===== src/pcl_pkg.sv =====
package pcl_pkg;
  localparam logic [1:0] BUS_W8 = 2'h0;
  localparam logic [1:0] BUS_W16 = 2'h1;
  localparam logic [1:0] BUS_W32 = 2'h2;
  localparam logic [3:0] RATIO_1 = 4'h1;
  localparam logic [3:0] RATIO_2 = 4'h2;
  localparam logic [3:0] RATIO_4 = 4'h4;
  localparam logic [3:0] RATIO_8 = 4'h8;
  localparam logic [31:0] MASK_W8 = 32'h0000_00ff;
  localparam logic [31:0] MASK_W16 = 32'h0000_ffff;
  localparam logic [31:0] MASK_W32 = 32'hffff_ffff;
  localparam int CLK_PERIOD_NS = 10;
  localparam int POR_DELAY_NS = 100000;
  localparam int POR_CYCLES = (POR_DELAY_NS + CLK_PERIOD_NS - 1) / CLK_PERIOD_NS;
  localparam int INIT_TIME_NS = 1000;
  localparam int INIT_CYCLES = (INIT_TIME_NS + CLK_PERIOD_NS - 1) / CLK_PERIOD_NS;
  localparam logic [1:0] TRAIL_EDGES = 2'h2;
  localparam int OPT_INIT_DONE_BIT = 0;

  typedef struct packed {
    logic [1:0] width;
    logic decompress;
    logic security;
  } pcl_mode_s;

  typedef struct packed {
    logic [31:0] data;
    logic last;
  } pcl_word_s;

  typedef enum logic [5:0] {
    ST_POR = 6'h01,
    ST_HOLD = 6'h02,
    ST_LOAD = 6'h04,
    ST_TRAIL = 6'h08,
    ST_INIT = 6'h10,
    ST_USER = 6'h20
  } pcl_state_e;
endpackage


===== src/pcl_loader.sv =====
`timescale 1ns/1ns
module pcl_loader
  import pcl_pkg::*;
#(
  parameter int POR_CYC = POR_CYCLES
) (
  input wire logic clock_i,
  input wire logic arst_n_i,
  input wire logic load_clock_i,
  input wire logic reconfig_request_n_i,
  input wire logic [31:0] data_i,
  input wire pcl_mode_s mode_i,
  input wire logic [31:0] image_words_i,
  output logic cfg_status_n_o,
  output logic load_complete_o,
  output logic init_done_o,
  output logic init_done_oe_o,
  output logic user_io_en_o,
  output pcl_word_s word_o,
  output logic word_valid_o
);
  logic [1:0] rst_sync_reg;
  logic rst_n;
  logic [2:0] lclk_sync_reg;
  logic [1:0] recfg_sync_reg;
  logic [31:0] data_s1_reg;
  logic [31:0] data_s2_reg;
  logic lclk_rise;
  logic lclk_fall;

  pcl_state_e state_reg, state_next;
  pcl_mode_s mode_reg, mode_next;
  logic [31:0] cnt_reg, cnt_next;
  logic [31:0] words_reg, words_next;
  logic [3:0] phase_reg, phase_next;
  logic [1:0] trail_reg, trail_next;
  logic status_n_reg, status_n_next;
  logic done_reg, done_next;
  logic init_done_reg, init_done_next;
  logic init_oe_reg, init_oe_next;
  logic user_reg, user_next;
  pcl_word_s word_reg, word_next;
  logic valid_reg, valid_next;

  function automatic logic [3:0] word_ratio(input pcl_mode_s m);
    logic [3:0] r;
    r = RATIO_1;
    case (m.width)
      BUS_W8: r = m.decompress ? RATIO_2 : RATIO_1;
      BUS_W16: r = m.decompress ? RATIO_4 : (m.security ? RATIO_2 : RATIO_1);
      BUS_W32: r = m.decompress ? RATIO_8 : (m.security ? RATIO_4 : RATIO_1);
      default: r = RATIO_1;
    endcase
    return r;
  endfunction

  function automatic logic [31:0] width_mask(input logic [1:0] w);
    logic [31:0] m;
    m = MASK_W32;
    case (w)
      BUS_W8: m = MASK_W8;
      BUS_W16: m = MASK_W16;
      default: m = MASK_W32;
    endcase
    return m;
  endfunction

  // release of reset is synchronous to clock_i
  always_ff @(posedge clock_i or negedge arst_n_i) begin
    if (!arst_n_i) begin
      rst_sync_reg <= 2'h0;
    end else begin
      rst_sync_reg <= {rst_sync_reg[0], 1'b1};
    end
  end
  assign rst_n = rst_sync_reg[1];

  // load clock, request and data pins cross through two flops; the third clock stage only feeds edge detection
  always_ff @(posedge clock_i or negedge rst_n) begin
    if (!rst_n) begin
      lclk_sync_reg <= 3'h0;
      recfg_sync_reg <= 2'h3;
      data_s1_reg <= 32'h0000_0000;
      data_s2_reg <= 32'h0000_0000;
    end else begin
      lclk_sync_reg <= {lclk_sync_reg[1:0], load_clock_i};
      recfg_sync_reg <= {recfg_sync_reg[0], reconfig_request_n_i};
      data_s1_reg <= data_i;
      data_s2_reg <= data_s1_reg;
    end
  end
  assign lclk_rise = lclk_sync_reg[1] & ~lclk_sync_reg[2];
  assign lclk_fall = ~lclk_sync_reg[1] & lclk_sync_reg[2];

  always_comb begin
    state_next = state_reg;
    mode_next = mode_reg;
    cnt_next = cnt_reg;
    words_next = words_reg;
    phase_next = phase_reg;
    trail_next = trail_reg;
    status_n_next = status_n_reg;
    done_next = done_reg;
    init_done_next = init_done_reg;
    init_oe_next = init_oe_reg;
    user_next = user_reg;
    word_next = word_reg;
    valid_next = 1'b0;
    case (state_reg)
      ST_POR: begin
        status_n_next = 1'b0;
        done_next = 1'b0;
        if (cnt_reg >= 32'(POR_CYC - 1)) begin
          state_next = ST_HOLD;
          cnt_next = 32'h0000_0000;
        end else begin
          cnt_next = cnt_reg + 32'h0000_0001;
        end
      end
      ST_HOLD: begin
        // request held low keeps the loader in reset
        status_n_next = recfg_sync_reg[1];
        done_next = 1'b0;
        words_next = 32'h0000_0000;
        phase_next = 4'h0;
        init_oe_next = 1'b0;
        init_done_next = 1'b0;
        if (recfg_sync_reg[1]) begin
          mode_next = mode_i;
          state_next = ST_LOAD;
        end
      end
      ST_LOAD: begin
        status_n_next = 1'b1;
        if (lclk_rise) begin
          // first edge of a group takes the word, the rest are processing time
          if (phase_reg == 4'h0) begin
            word_next.data = data_s2_reg & width_mask(mode_reg.width);
            word_next.last = (words_reg + 32'h0000_0001) >= image_words_i;
            valid_next = 1'b1;
            if (words_reg == 32'h0000_0000 && data_s2_reg[OPT_INIT_DONE_BIT]) begin
              init_oe_next = 1'b1;
            end
            words_next = words_reg + 32'h0000_0001;
          end
          if (phase_reg + 4'h1 >= word_ratio(mode_reg)) begin
            phase_next = 4'h0;
            if (words_next >= image_words_i) begin
              done_next = 1'b1;
              trail_next = 2'h0;
              state_next = ST_TRAIL;
            end
          end else begin
            phase_next = phase_reg + 4'h1;
          end
        end
      end
      ST_TRAIL: begin
        if (lclk_fall) begin
          if (trail_reg + 2'h1 >= TRAIL_EDGES) begin
            cnt_next = 32'h0000_0000;
            state_next = ST_INIT;
          end else begin
            trail_next = trail_reg + 2'h1;
          end
        end
      end
      ST_INIT: begin
        if (cnt_reg >= 32'(INIT_CYCLES - 1)) begin
          init_oe_next = 1'b0;
          init_done_next = 1'b1;
          user_next = 1'b1;
          state_next = ST_USER;
        end else begin
          cnt_next = cnt_reg + 32'h0000_0001;
        end
      end
      ST_USER: begin
        // load clock edges are not looked at here
        status_n_next = 1'b1;
      end
      default: begin
        state_next = ST_POR;
        cnt_next = 32'h0000_0000;
      end
    endcase
    // a low request restarts from any state after power-on
    if (state_reg != ST_POR && !recfg_sync_reg[1]) begin
      state_next = ST_HOLD;
      status_n_next = 1'b0;
      done_next = 1'b0;
      user_next = 1'b0;
      init_oe_next = 1'b0;
      init_done_next = 1'b0;
      valid_next = 1'b0;
    end
  end

  always_ff @(posedge clock_i or negedge rst_n) begin
    if (!rst_n) begin
      state_reg <= ST_POR;
      mode_reg <= '0;
      cnt_reg <= 32'h0000_0000;
      words_reg <= 32'h0000_0000;
      phase_reg <= 4'h0;
      trail_reg <= 2'h0;
      status_n_reg <= 1'b0;
      done_reg <= 1'b0;
      init_done_reg <= 1'b0;
      init_oe_reg <= 1'b0;
      user_reg <= 1'b0;
      word_reg <= '0;
      valid_reg <= 1'b0;
    end else begin
      state_reg <= state_next;
      mode_reg <= mode_next;
      cnt_reg <= cnt_next;
      words_reg <= words_next;
      phase_reg <= phase_next;
      trail_reg <= trail_next;
      status_n_reg <= status_n_next;
      done_reg <= done_next;
      init_done_reg <= init_done_next;
      init_oe_reg <= init_oe_next;
      user_reg <= user_next;
      word_reg <= word_next;
      valid_reg <= valid_next;
    end
  end

  assign cfg_status_n_o = status_n_reg;
  assign load_complete_o = done_reg;
  assign init_done_o = init_done_reg;
  assign init_done_oe_o = init_oe_reg;
  assign user_io_en_o = user_reg;
  assign word_o = word_reg;
  assign word_valid_o = valid_reg;
endmodule


===== config.mk =====
export PLATFORM = sky130hd
export DESIGN_NAME = pcl_loader
export DESIGN_NICKNAME = d
export VERILOG_FILES = /design/src/pcl_pkg.sv /design/src/pcl_loader.sv
export SDC_FILE = /design/constraint.sdc
export NUM_CORES = 1
export LEC_CHECK = 0
export BUFFER_PORTS_ARGS = -buffer_cell sky130_fd_sc_hd__buf_2
export CAP_MARGIN = 20
export CORE_ASPECT_RATIO = 1.75
export CORE_UTILIZATION = 30
export CTS_CLUSTER_DIAMETER = 30
export CTS_CLUSTER_SIZE = 24
export DETAILED_ROUTE_END_ITERATION = 6
export MAX_ROUTING_LAYER = met4
export PLACE_DENSITY = 0.49
export SYNTH_ARGS = -nofsm -noshare
export SYNTH_HDL_FRONTEND = slang
export SYNTH_SLANG_ARGS = --single-unit

===== constraint.sdc =====
create_clock -name clock_i -period 5.8 [get_ports clock_i]
set_clock_uncertainty 0.05 [all_clocks]
set_input_delay 1.45 -clock clock_i [delete_from_list [all_inputs] [get_ports clock_i]]
set_output_delay 1.45 -clock clock_i [all_outputs]
set_load 0.01 [all_outputs]

==> run_results.csv, run 1 <==
group,metric,value,unit
clock_tree,cts_root_buffer,"clkbuf_16",
yosys,synth_fp_nets,1143,
setup_path,r2r_cells,12,
setup_path,cp.depth,12,
pwr,p_leak,0.00550,uW
setup_path,cp_slowest_cell,"a2111oi_0",
setup_path,crit_end,"trail_reg[0]$_DFFE_PN0P_",
drt,drtIter0Drc,353,
cells_and_area,largest_reg_flops,33,
cells_and_area,nFillCells,3373,
place,post-dp-hpwl,19300,um
yosys,syn_inst,998,
yosys,synthDominantCellAreaShare,46.8,%
clock_tree,cts_made_buffers,17,
cells_and_area,drive_above_1_share,17.5,%
place,gp_congestion,0.841,
drt,detail-route-antenna-nets,0,
clock_tree,post_cts_buffers,0,
setup_path,crit_buf_inv,1,
setup_path,crit_top_cell,"o211ai_1",
yosys,ys_ff_latch,190,
timing,max_slew_margin,29.0,%
cells_and_area,nets,1223,
cells_and_area,area_growth,14.8,%
timing,setup_viol,0,
clock_tree,clk_latency,0.45,ns
yosys,synth-edff-count,0,
yosys,synth.area.top_cells,"dfrtp_1 47%, ha_1 9.1%, nand2_1 4.5%",
yosys,synth_top_cells_by_count,"187 x dfrtp_1, 120 x nand2_1, 73 x ha_1",
clock_tree,htreeDepth,4,
setup_path,path_delay_family,"simple AND/OR/NAND/NOR gates",
run,maxCapViolations,0,
clock_tree,clk_pin_slew_worst_paths,0.08,ns
setup_path,critical_path_class,"reg2reg",
drt,wl_per_cell,17.1,um
setup_path,rr_startpoint,"words_reg[10]$_DFFE_PN0P_",
timing,period_share,76.8,%
timing,period_needed,4.46,ns
timing,finalSetupTns,0,ns
die,rows,88,
global_routing,grt_overflow_total,0,
yosys,synth_flop_cell,"dfrtp_1",
setup_path,crit_required,6.09,ns
setup_path,worstPathCellList,"and4_1 > nand4_1 > buf_4 > nor4_4 > nand3_2 > nor2_1 > xor2_1 > ha_1 > a2111oi_0 > o211ai_1 > o211ai_1 > mux2_2",
hold_path,hold_path_depth,0,
drt,vias,7339,
global_routing,grt_util_all_layers,16.2,%
place,numPortBuffers,110,
drt,via_per_inst,4.91,
clock_tree,cts_tree,"built",
timing,slew_viol_final,0,
setup_path,path_max_fanout,12,
yosys,synthArstFlopShare,100,%
timing,fmax,0.224,GHz
global_routing,grt_pass1_vias,7481,
yosys,ys_seq_area_share,47.6,%
yosys,syn_area,0.00999,mm^2
die,die_x,140,um
timing,hold_viol_final,0,
clock_tree,clkSinkCount,190,
pwr,ir_worst_vdd,0.250,mV
drt,drc,0,
yosys,synth_top_area_cell,"dfrtp_1",
die,die-area,0.0341,mm^2
die,coreArea,0.0329,mm^2
yosys,yosysUniqueCellTypes,70,
setup_path,rr_endpoint,"trail_reg[0]$_DFFE_PN0P_",
clock_tree,cts-resized-gates,0,
yosys,yosysMostFrequentCell,"dfrtp_1",
timing,rsz0062_at_grt,"false",
setup_path,cp_data_arrival_time,4.75,ns
global_routing,grt_max_degree,141,
global_routing,antenna_found_initial,0,
clock_tree,cts_hold_buf,0,
drt,drt-total-wl,25500,um
setup_path,r2r_setup_slack,1.34,ns
clock_tree,clockBufferDepth,2,
setup_path,cp-end-kind,"flip-flop",
setup_path,critPathMaxStageDelay,0.67,ns
die,start_util,30.3,%
hold_path,hold_class,"reg2reg",
setup_path,startpoint_type,"flip-flop",
drt,drt_first_pass_iters,4,
pwr,p_per_area,316,mW/mm^2
yosys,ys_warn_count,0,
setup_path,crit_start,"words_reg[10]$_DFFE_PN0P_",
cells_and_area,post-route-util,34.8,%
timing,tightest_slew,1.06,ns
yosys,avgSynthCellArea,10.0,um^2
global_routing,grt_pass1_wl,40700,um
status,outcome,"complete, no violations",
die,ios,111,
die,die_y,243,um
cells_and_area,n_antenna_cell,0,
-- stage by stage --
step	instances	setup slack, ns	total power [uW]	area, um^2	hold WS, ns
global route	1496	1.11	3850	11500	0.305
CTS	1496	1.32	3690	11500	0.300
global placement	1464	1.34	2470	10900	0.283
detailed placement	1464	1.35	2480	10900	0.285
finish	1496	1.34	3620	11500	0.298
floorplan	998	0.0688	2180	9990	0.281
-- worst reg2reg max path, stage by stage (launching register included) --
cell and delay (ns):
dfrtp_1 0.56, and4_1 0.31, nand4_1 0.11, buf_4 0.22, nor4_4 0.62, nand3_2 0.23
nor2_1 0.17, xor2_1 0.19, ha_1 0.28, a2111oi_0 0.67, o211ai_1 0.28, o211ai_1 0.30
mux2_2 0.36
-- worst min-delay path by stage --
stage | startpoint | endpoint | slack [ns]
detailed placement | data_s1_reg[14]$_DFF_PN0_ | data_s2_reg[14]$_DFF_PN0_ | 0.28
global route | data_s1_reg[13]$_DFF_PN0_ | data_s2_reg[13]$_DFF_PN0_ | 0.30
CTS | data_s1_reg[21]$_DFF_PN0_ | data_s2_reg[21]$_DFF_PN0_ | 0.30
floorplan | data_s1_reg[0]$_DFF_PN0_ | data_s2_reg[0]$_DFF_PN0_ | 0.28
finish | data_s1_reg[9]$_DFF_PN0_ | data_s2_reg[9]$_DFF_PN0_ | 0.30
global placement | data_s1_reg[6]$_DFF_PN0_ | data_s2_reg[6]$_DFF_PN0_ | 0.28
-- where the power goes --
group          internal (uW)  switching [uW]  total, uW
registers               1470             131       1600
logic                    301             532        832
clock network            613             574       1190
total                   2380            1240       3620
-- final cells by class --
| cell class | instances | area [um^2] | area share [%] |
|---|---|---|---|
| multi-input combinational | 709 | 4830 | 42.1 |
| sequential | 190 | 4760 | 41.5 |
| timing repair buffer | 117 | 616 | 5.37 |
| tap | 405 | 507 | 4.42 |
| clock buffer | 17 | 425 | 3.71 |
| clock inverter | 15 | 165 | 1.44 |
| inverter | 43 | 161 | 1.41 |
-- cell usage in the layout (no fill, tap or decap), drive strengths merged, types with 6 or more instances in the layout --
cell / instances
nand3: 27
nor4: 28
nor2b: 24
o31ai: 11
nand2: 120
xor2: 30
a31oi: 10
o211ai: 8
a21o: 8
inv: 51
buf: 117
a21oi: 37
clkinv: 6
clkbuf: 17
nand4: 21
nor2: 68
and3: 9
nor3: 24
and4: 7
o21ai: 75
xnor2: 44
dfrtp: 187
mux2: 14
a22o: 9
nand2b: 6
ha: 73
-- per-layer routing --
layer | track usage, % | wire length [um]
met1 | 16.0 | 9410
met2 | 30.5 | 14500
met3 | 2.61 | 646
met4 | 7.66 | 959
met5 | - | 0
-- logic make-up after synthesis --
| group | after synthesis | synth area share [%] |
|---|---|---|
| AOI/OAI and AO/OA | 189 | 11.8 |
| xor gates and xnor gates | 74 | 6.49 |
| adders and majority gates | 73 | 9.14 |
| buffers and inverters | 99 | 4.17 |
| DFF | 190 | 47.6 |
| muxes | 15 | 1.68 |
| other | 1 | 0.0375 |
| and+or+nand+nor | 357 | 19.1 |
Note: power is estimated with default switching activity, not from simulation.
==> run 2: changes to the inputs <==
==> constraint.sdc (replaced) <==
create_clock -name clock_i -period 3.85 [get_ports clock_i]
set_clock_uncertainty 0.05 [all_clocks]
set_input_delay 0.9625 -clock clock_i [delete_from_list [all_inputs] [get_ports clock_i]]
set_output_delay 0.9625 -clock clock_i [all_outputs]
set_load 0.01 [all_outputs]
==> run 2 against run 1 <==
  * Flip-flop and latch count unchanged
  * Largest power group unchanged
  * Non-clock buffer count rose by 42
  * Worst hold slack worse by 0.052 ns
  * Critical path type unchanged
  * Clock power grew 44%
==> run_results.csv, run 2 (synthesized netlist as in run 1, its figures left out) <==
group,metric,value,unit
timing,slew_viol_final,0,
die,ios,111,
setup_path,critPathMaxStageDelay,0.67,ns
setup_path,critical_path_class,"reg2reg",
clock_tree,cts_root_buffer,"clkbuf_16",
setup_path,cp-end-kind,"flip-flop",
place,gp_congestion,0.872,
timing,max_slew_margin,45.6,%
clock_tree,cts_made_buffers,17,
setup_path,path_max_fanout,6,
setup_path,r2r_cells,12,
die,rows,88,
pwr,ir_worst_vdd,0.360,mV
setup_path,r2r_setup_slack,0.15,ns
timing,rsz0062_at_grt,"false",
run,maxCapViolations,0,
setup_path,crit_start,"words_reg[2]$_DFFE_PN0P_",
global_routing,grt_overflow_total,0,
setup_path,crit_required,4.13,ns
cells_and_area,area_growth,18.0,%
timing,hold_viol_final,0,
cells_and_area,final_common_cell,"dfrtp_1",
place,dp_cells,1499,
setup_path,cp_slowest_cell,"or4_1",
clock_tree,htreeDepth,4,
drt,vias,7561,
setup_path,rr_endpoint,"trail_reg[0]$_DFFE_PN0P_",
place,pre_cts_slack,-0.00978,ns
drt,drt-total-wl,26100,um
cells_and_area,nets,1265,
global_routing,grt_pass1_vias,7794,
setup_path,cp_data_arrival_time,3.98,ns
die,die_y,243,um
clock_tree,cts_tree,"built",
cells_and_area,final_cell_mix,"183 x dfrtp_1, 119 x nand2_1, 110 x buf_2",
timing,setup_viol,0,
timing,period_needed,3.70,ns
place,numPortBuffers,110,
setup_path,cp.depth,12,
cells_and_area,drive_above_1_share,21.0,%
clock_tree,clkSinkCount,190,
pwr,p_per_area,460,mW/mm^2
place,post-dp-hpwl,20000,um
drt,via_per_inst,4.92,
drt,drc,0,
drt,drtIter0Drc,388,
die,start_util,30.3,%
clock_tree,clk_latency,0.44,ns
cells_and_area,n_antenna_cell,0,
drt,wl_per_cell,17.0,um
setup_path,crit_end,"trail_reg[0]$_DFFE_PN0P_",
die,die-area,0.0341,mm^2
die,die_x,140,um
cells_and_area,final_cell_area,0.0118,mm^2
timing,tightest_slew,0.813,ns
global_routing,grt_pass1_wl,41700,um
setup_path,worstPathCellList,"and4_4 > nand4_4 > or4_1 > nor2_2 > xor2_1 > ha_1 > a21oi_1 > o21ai_0 > a21oi_1 > o211ai_1 > o211ai_1 > mux2_2",
timing,period_share,96.1,%
timing,fmax,0.270,GHz
cells_and_area,instances_no_fill,1537,
status,outcome,"complete, no violations",
setup_path,path_delay_family,"simple AND/OR/NAND/NOR gates",
timing,finalSetupTns,0,ns
setup_path,startpoint_type,"flip-flop",
timing,setup_slack,0.151,ns
place,placed_area,0.0111,mm^2
clock_tree,clockBufferDepth,2,
cells_and_area,largest_reg_flops,33,
drt,drt_first_pass_iters,5,
pwr,p_leak,0.00570,uW
setup_path,crit_buf_inv,0,
global_routing,grt_max_degree,102,
setup_path,rr_startpoint,"words_reg[2]$_DFFE_PN0P_",
global_routing,grt_util_all_layers,16.5,%
global_routing,antenna_found_initial,0,
clock_tree,clk_pin_slew_worst_paths,0.07,ns
die,coreArea,0.0329,mm^2
drt,detail-route-antenna-nets,0,
hold_path,hold_class,"in2async",
-- run 2: cell types whose count changed in the layout (fill, tap and decap cells not counted), sizes merged --
cell,previous run,this run
buf,117,159
clkbuf,17,21
inv,51,48
clkinv,6,2
clkinvlp,0,2
-- run 2: through the flow --
step           util [%]  hold WS [ns]  power (uW)
2_1_floorplan         -         0.281        3290
3_3_place_gp       33.9         0.281        3770
3_5_place_dp       33.9         0.285        3790
4_1_cts            35.6         0.220        5530
5_1_grt            35.8         0.217        5760
6_report           35.8         0.246        5420
-- run 2: timing repair --
item / in CTS / in global routing
endpoints found under the setup margin: 2 / 6
buffers inserted: 1 / 6
gates cloned: 0 / 0
pin swaps: 1 / 2
gates resized for setup: 2 / 9
hold buffers: 0 / 0
-- run 2: worst min-delay path by stage --
stage	start	endpoint	slack, ns	depth (start not counted)
2_1_floorplan	rst_sync_reg[0]$_DFF_PN0_	rst_sync_reg[1]$_DFF_PN0_	0.28	0
3_3_place_gp	rst_sync_reg[1]$_DFF_PN0_	data_s1_reg[4]$_DFF_PN0_	0.28	0
3_5_place_dp	data_s1_reg[12]$_DFF_PN0_	data_s2_reg[12]$_DFF_PN0_	0.28	0
4_1_cts	arst_n_i	rst_sync_reg[1]$_DFF_PN0_	0.22	1
5_1_grt	arst_n_i	rst_sync_reg[1]$_DFF_PN0_	0.22	1
6_report	arst_n_i	rst_sync_reg[0]$_DFF_PN0_	0.25	1
-- run 2: final cells by class --
type	instances	area [um^2]
Sequential cell	190	4770
Fill cell	3346	21100
Timing Repair Buffer	159	943
Multi-Input combinational cell	709	4850
Tap cell	405	507
Inverter	43	161
Clock buffer	21	450
Clock inverter	10	103
-- run 2: layer usage --
| layer | up-vias | routed length, um | track usage (%) |
|---|---|---|---|
| li1 | 3726 | - | - |
| met1 | 3676 | 9880 | 16.3 |
| met2 | 122 | 14800 | 31.3 |
| met3 | 37 | 519 | 2.38 |
| met4 | 0 | 916 | 7.98 |
| met5 | - | 0 | - |
-- run 2: report_power, final --
group	internal [uW]	total [uW]	switching (uW)	leakage, uW
logic	486	1330	842	0.00299
clock network	916	1710	790	0.000265
registers	2210	2390	174	0.00245
total	3610	5420	1810	0.00570
==> run 3: changes to the inputs <==
--- a/config.mk
+++ b/config.mk
@@ -8,12 +8,13 @@
 export BUFFER_PORTS_ARGS = -buffer_cell sky130_fd_sc_hd__buf_2
 export CAP_MARGIN = 20
 export CORE_ASPECT_RATIO = 1.75
-export CORE_UTILIZATION = 30
+export CORE_UTILIZATION = 53
 export CTS_CLUSTER_DIAMETER = 30
 export CTS_CLUSTER_SIZE = 24
 export DETAILED_ROUTE_END_ITERATION = 6
 export MAX_ROUTING_LAYER = met4
-export PLACE_DENSITY = 0.49
+export PLACE_DENSITY = 0.77
+export SLEW_MARGIN = 20
 export SYNTH_ARGS = -nofsm -noshare
 export SYNTH_HDL_FRONTEND = slang
 export SYNTH_SLANG_ARGS = --single-unit
==> run 3 against run 2 <==
  * Via count increased by 3.1%
  * Cell area down 2.5%
  * Critical path depth up 2
  * Die area decreased by 43%
  * Fmax fell by 0.55%
  * Global-route usage is 9.8 points higher
  * Non-clock buffer count is 9 lower
  * Worst hold slack better by 0.0043 ns
  * Clock power about the same
  * Register-to-register slack got worse by 0.02 ns
  * Worst setup slack got worse by 0.020 ns
  * Sequential power hardly changed
  * Largest cell class unchanged
==> run_results.csv, run 3 (synthesized netlist as in run 1, its figures left out) <==
group,metric,value,unit
die,start_util,54.0,%
clock_tree,clk_pin_slew_worst_paths,0.07,ns
clock_tree,cts_root_buffer,"clkbuf_16",
setup_path,path_max_fanout,8,
global_routing,grt_pass1_wl,38700,um
drt,vias,7792,
die,coreArea,0.0185,mm^2
cells_and_area,n_antenna_cell,0,
setup_path,cp_data_arrival_time,3.99,ns
die,die-area,0.0194,mm^2
clock_tree,cts_made_buffers,17,
place,gp_congestion,0.935,
clock_tree,cts_hold_buf,0,
drt,wl_per_cell,17.1,um
global_routing,grt_max_degree,74,
pwr,p_leak,0.00566,uW
timing,fmax,0.269,GHz
setup_path,cp_slowest_cell,"dfrtp_2",
timing,setup_viol,0,
status,outcome,"complete, no violations",
timing,hold_slack,0.250,ns
timing,finalSetupTns,0,ns
cells_and_area,nets,1256,
timing,max_slew_margin,34.2,%
drt,drt_first_pass_iters,4,
die,die_x,106,um
timing,hold_viol_final,0,
clock_tree,htreeDepth,4,
die,die_y,184,um
cells_and_area,final_cell_mix,"185 x dfrtp_1, 120 x nand2_1, 110 x buf_2",
clock_tree,clk_latency,0.43,ns
die,rows,66,
cells_and_area,final_common_cell,"dfrtp_1",
place,numPortBuffers,110,
clock_tree,clockBufferDepth,2,
hold_path,hold_class,"in2async",
setup_path,crit_required,4.12,ns
global_routing,antenna_found_initial,0,
cells_and_area,final_cell_area,0.0115,mm^2
drt,drt-total-wl,23300,um
pwr,p_per_area,466,mW/mm^2
timing,rsz0062_at_grt,"true",
timing,slew_viol_final,0,
global_routing,grt_util_all_layers,26.4,%
clock_tree,clkSinkCount,190,
die,ios,111,
setup_path,cp-end-kind,"flip-flop",
cells_and_area,nFillCells,1568,
timing,tightest_slew,0.986,ns
drt,drtIter0Drc,368,
pwr,ir_worst_vdd,0.458,mV
drt,detail-route-antenna-nets,0,
setup_path,startpoint_type,"flip-flop",
global_routing,grt_overflow_total,0,
place,post-dp-hpwl,17300,um
cells_and_area,drive_above_1_share,20.0,%
global_routing,grt_pass1_vias,7979,
timing,period_share,96.6,%
run,maxCapViolations,0,
setup_path,critPathMaxStageDelay,0.44,ns
cells_and_area,post-route-util,62.1,%
clock_tree,cts_tree,"built",
timing,setup_slack,0.131,ns
place,placed_area,0.0109,mm^2
setup_path,worstPathCellList,"ha_1 > and3_1 > nand2_1 > nor3_4 > nand3_2 > nor2_1 > xnor2_1 > ha_1 > nand2_1 > nor2_1 > a2111oi_0 > o211ai_1 > o211ai_1 > mux2_2",
place,pre_cts_slack,0.113,ns
cells_and_area,area_growth,15.0,%
setup_path,critical_path_class,"reg2reg",
drt,drc,0,
cells_and_area,largest_reg_flops,33,
drt,via_per_inst,5.72,
timing,period_needed,3.72,ns
run 3: cell types whose count changed in the layout (fill, tap and decap cells not counted), sizes merged:
cell,change
inv,+3
clkbuf,-4
bufinv,-1
clkinv,+3
buf,-9
run 3: routing by layer:
metal  vias up  global-route usage, %  share of wire (%)
met3        98                   4.75                3.8
met1      3737                   26.7                 37
li1       3728                      -                  -
met4         0                   17.3                6.1
met5         -                      -                  0
met2       229                   46.2                 53
run 3: area by class of cell:
type / count / area, um^2 / area share (%)
repair buffers: 150 / 863 / 7.52
well taps: 238 / 298 / 2.59
clock inverters: 15 / 148 / 1.29
flip-flops and latches: 190 / 4760 / 41.5
inverters: 43 / 161 / 1.41
multi-input cells: 709 / 4830 / 42.0
clock buffers: 17 / 425 / 3.70
run 3: report_power, final:
part | leakage (uW) | internal, uW | switching, uW
Clock | 0.000277 | 861 | 835
Sequential | 0.00245 | 2210 | 162
Combinational | 0.00293 | 468 | 814
run 3: final timing paths:
kind	from	endpoint	slack, ns	cells after the start
max	words_reg[0]$_DFFE_PN0P_	trail_reg[0]$_DFFE_PN0P_	0.13	14
min	arst_n_i	rst_sync_reg[1]$_DFF_PN0_	0.25	1
max reg2reg	words_reg[0]$_DFFE_PN0P_	trail_reg[0]$_DFFE_PN0P_	0.13	14
min reg2reg	data_s1_reg[11]$_DFF_PN0_	data_s2_reg[11]$_DFF_PN0_	0.30	0
max in group asynchronous	rst_sync_reg[1]$_DFF_PN0_	data_s2_reg[22]$_DFF_PN0_	2.19	1
min in group clock_i	data_s1_reg[11]$_DFF_PN0_	data_s2_reg[11]$_DFF_PN0_	0.30	0
run 3: timing repair:
action / in CTS / in global routing
setup buffers: 0 / 0
gates resized for setup: 0 / 2
setup endpoints to repair: 0 / 5
run 3: worst max-delay path: cells and delay by family (launching register included):
kind	cells	cell delay [ns]
muxes	1	0.36
and+or+nand+nor	7	1.22
AOI/OAI and AO/OA	3	0.86
adders and majority gates	2	0.50
xor gates and xnor gates	1	0.16
DFF	1	0.44
run 3: per-stage QoR:
step	std cells	power (uW)
2_1_floorplan	998	3290
3_3_place_gp	1330	3660
3_5_place_dp	1330	3710
4_1_cts	1362	5410
5_1_grt	1362	5660
6_report	1362	5350
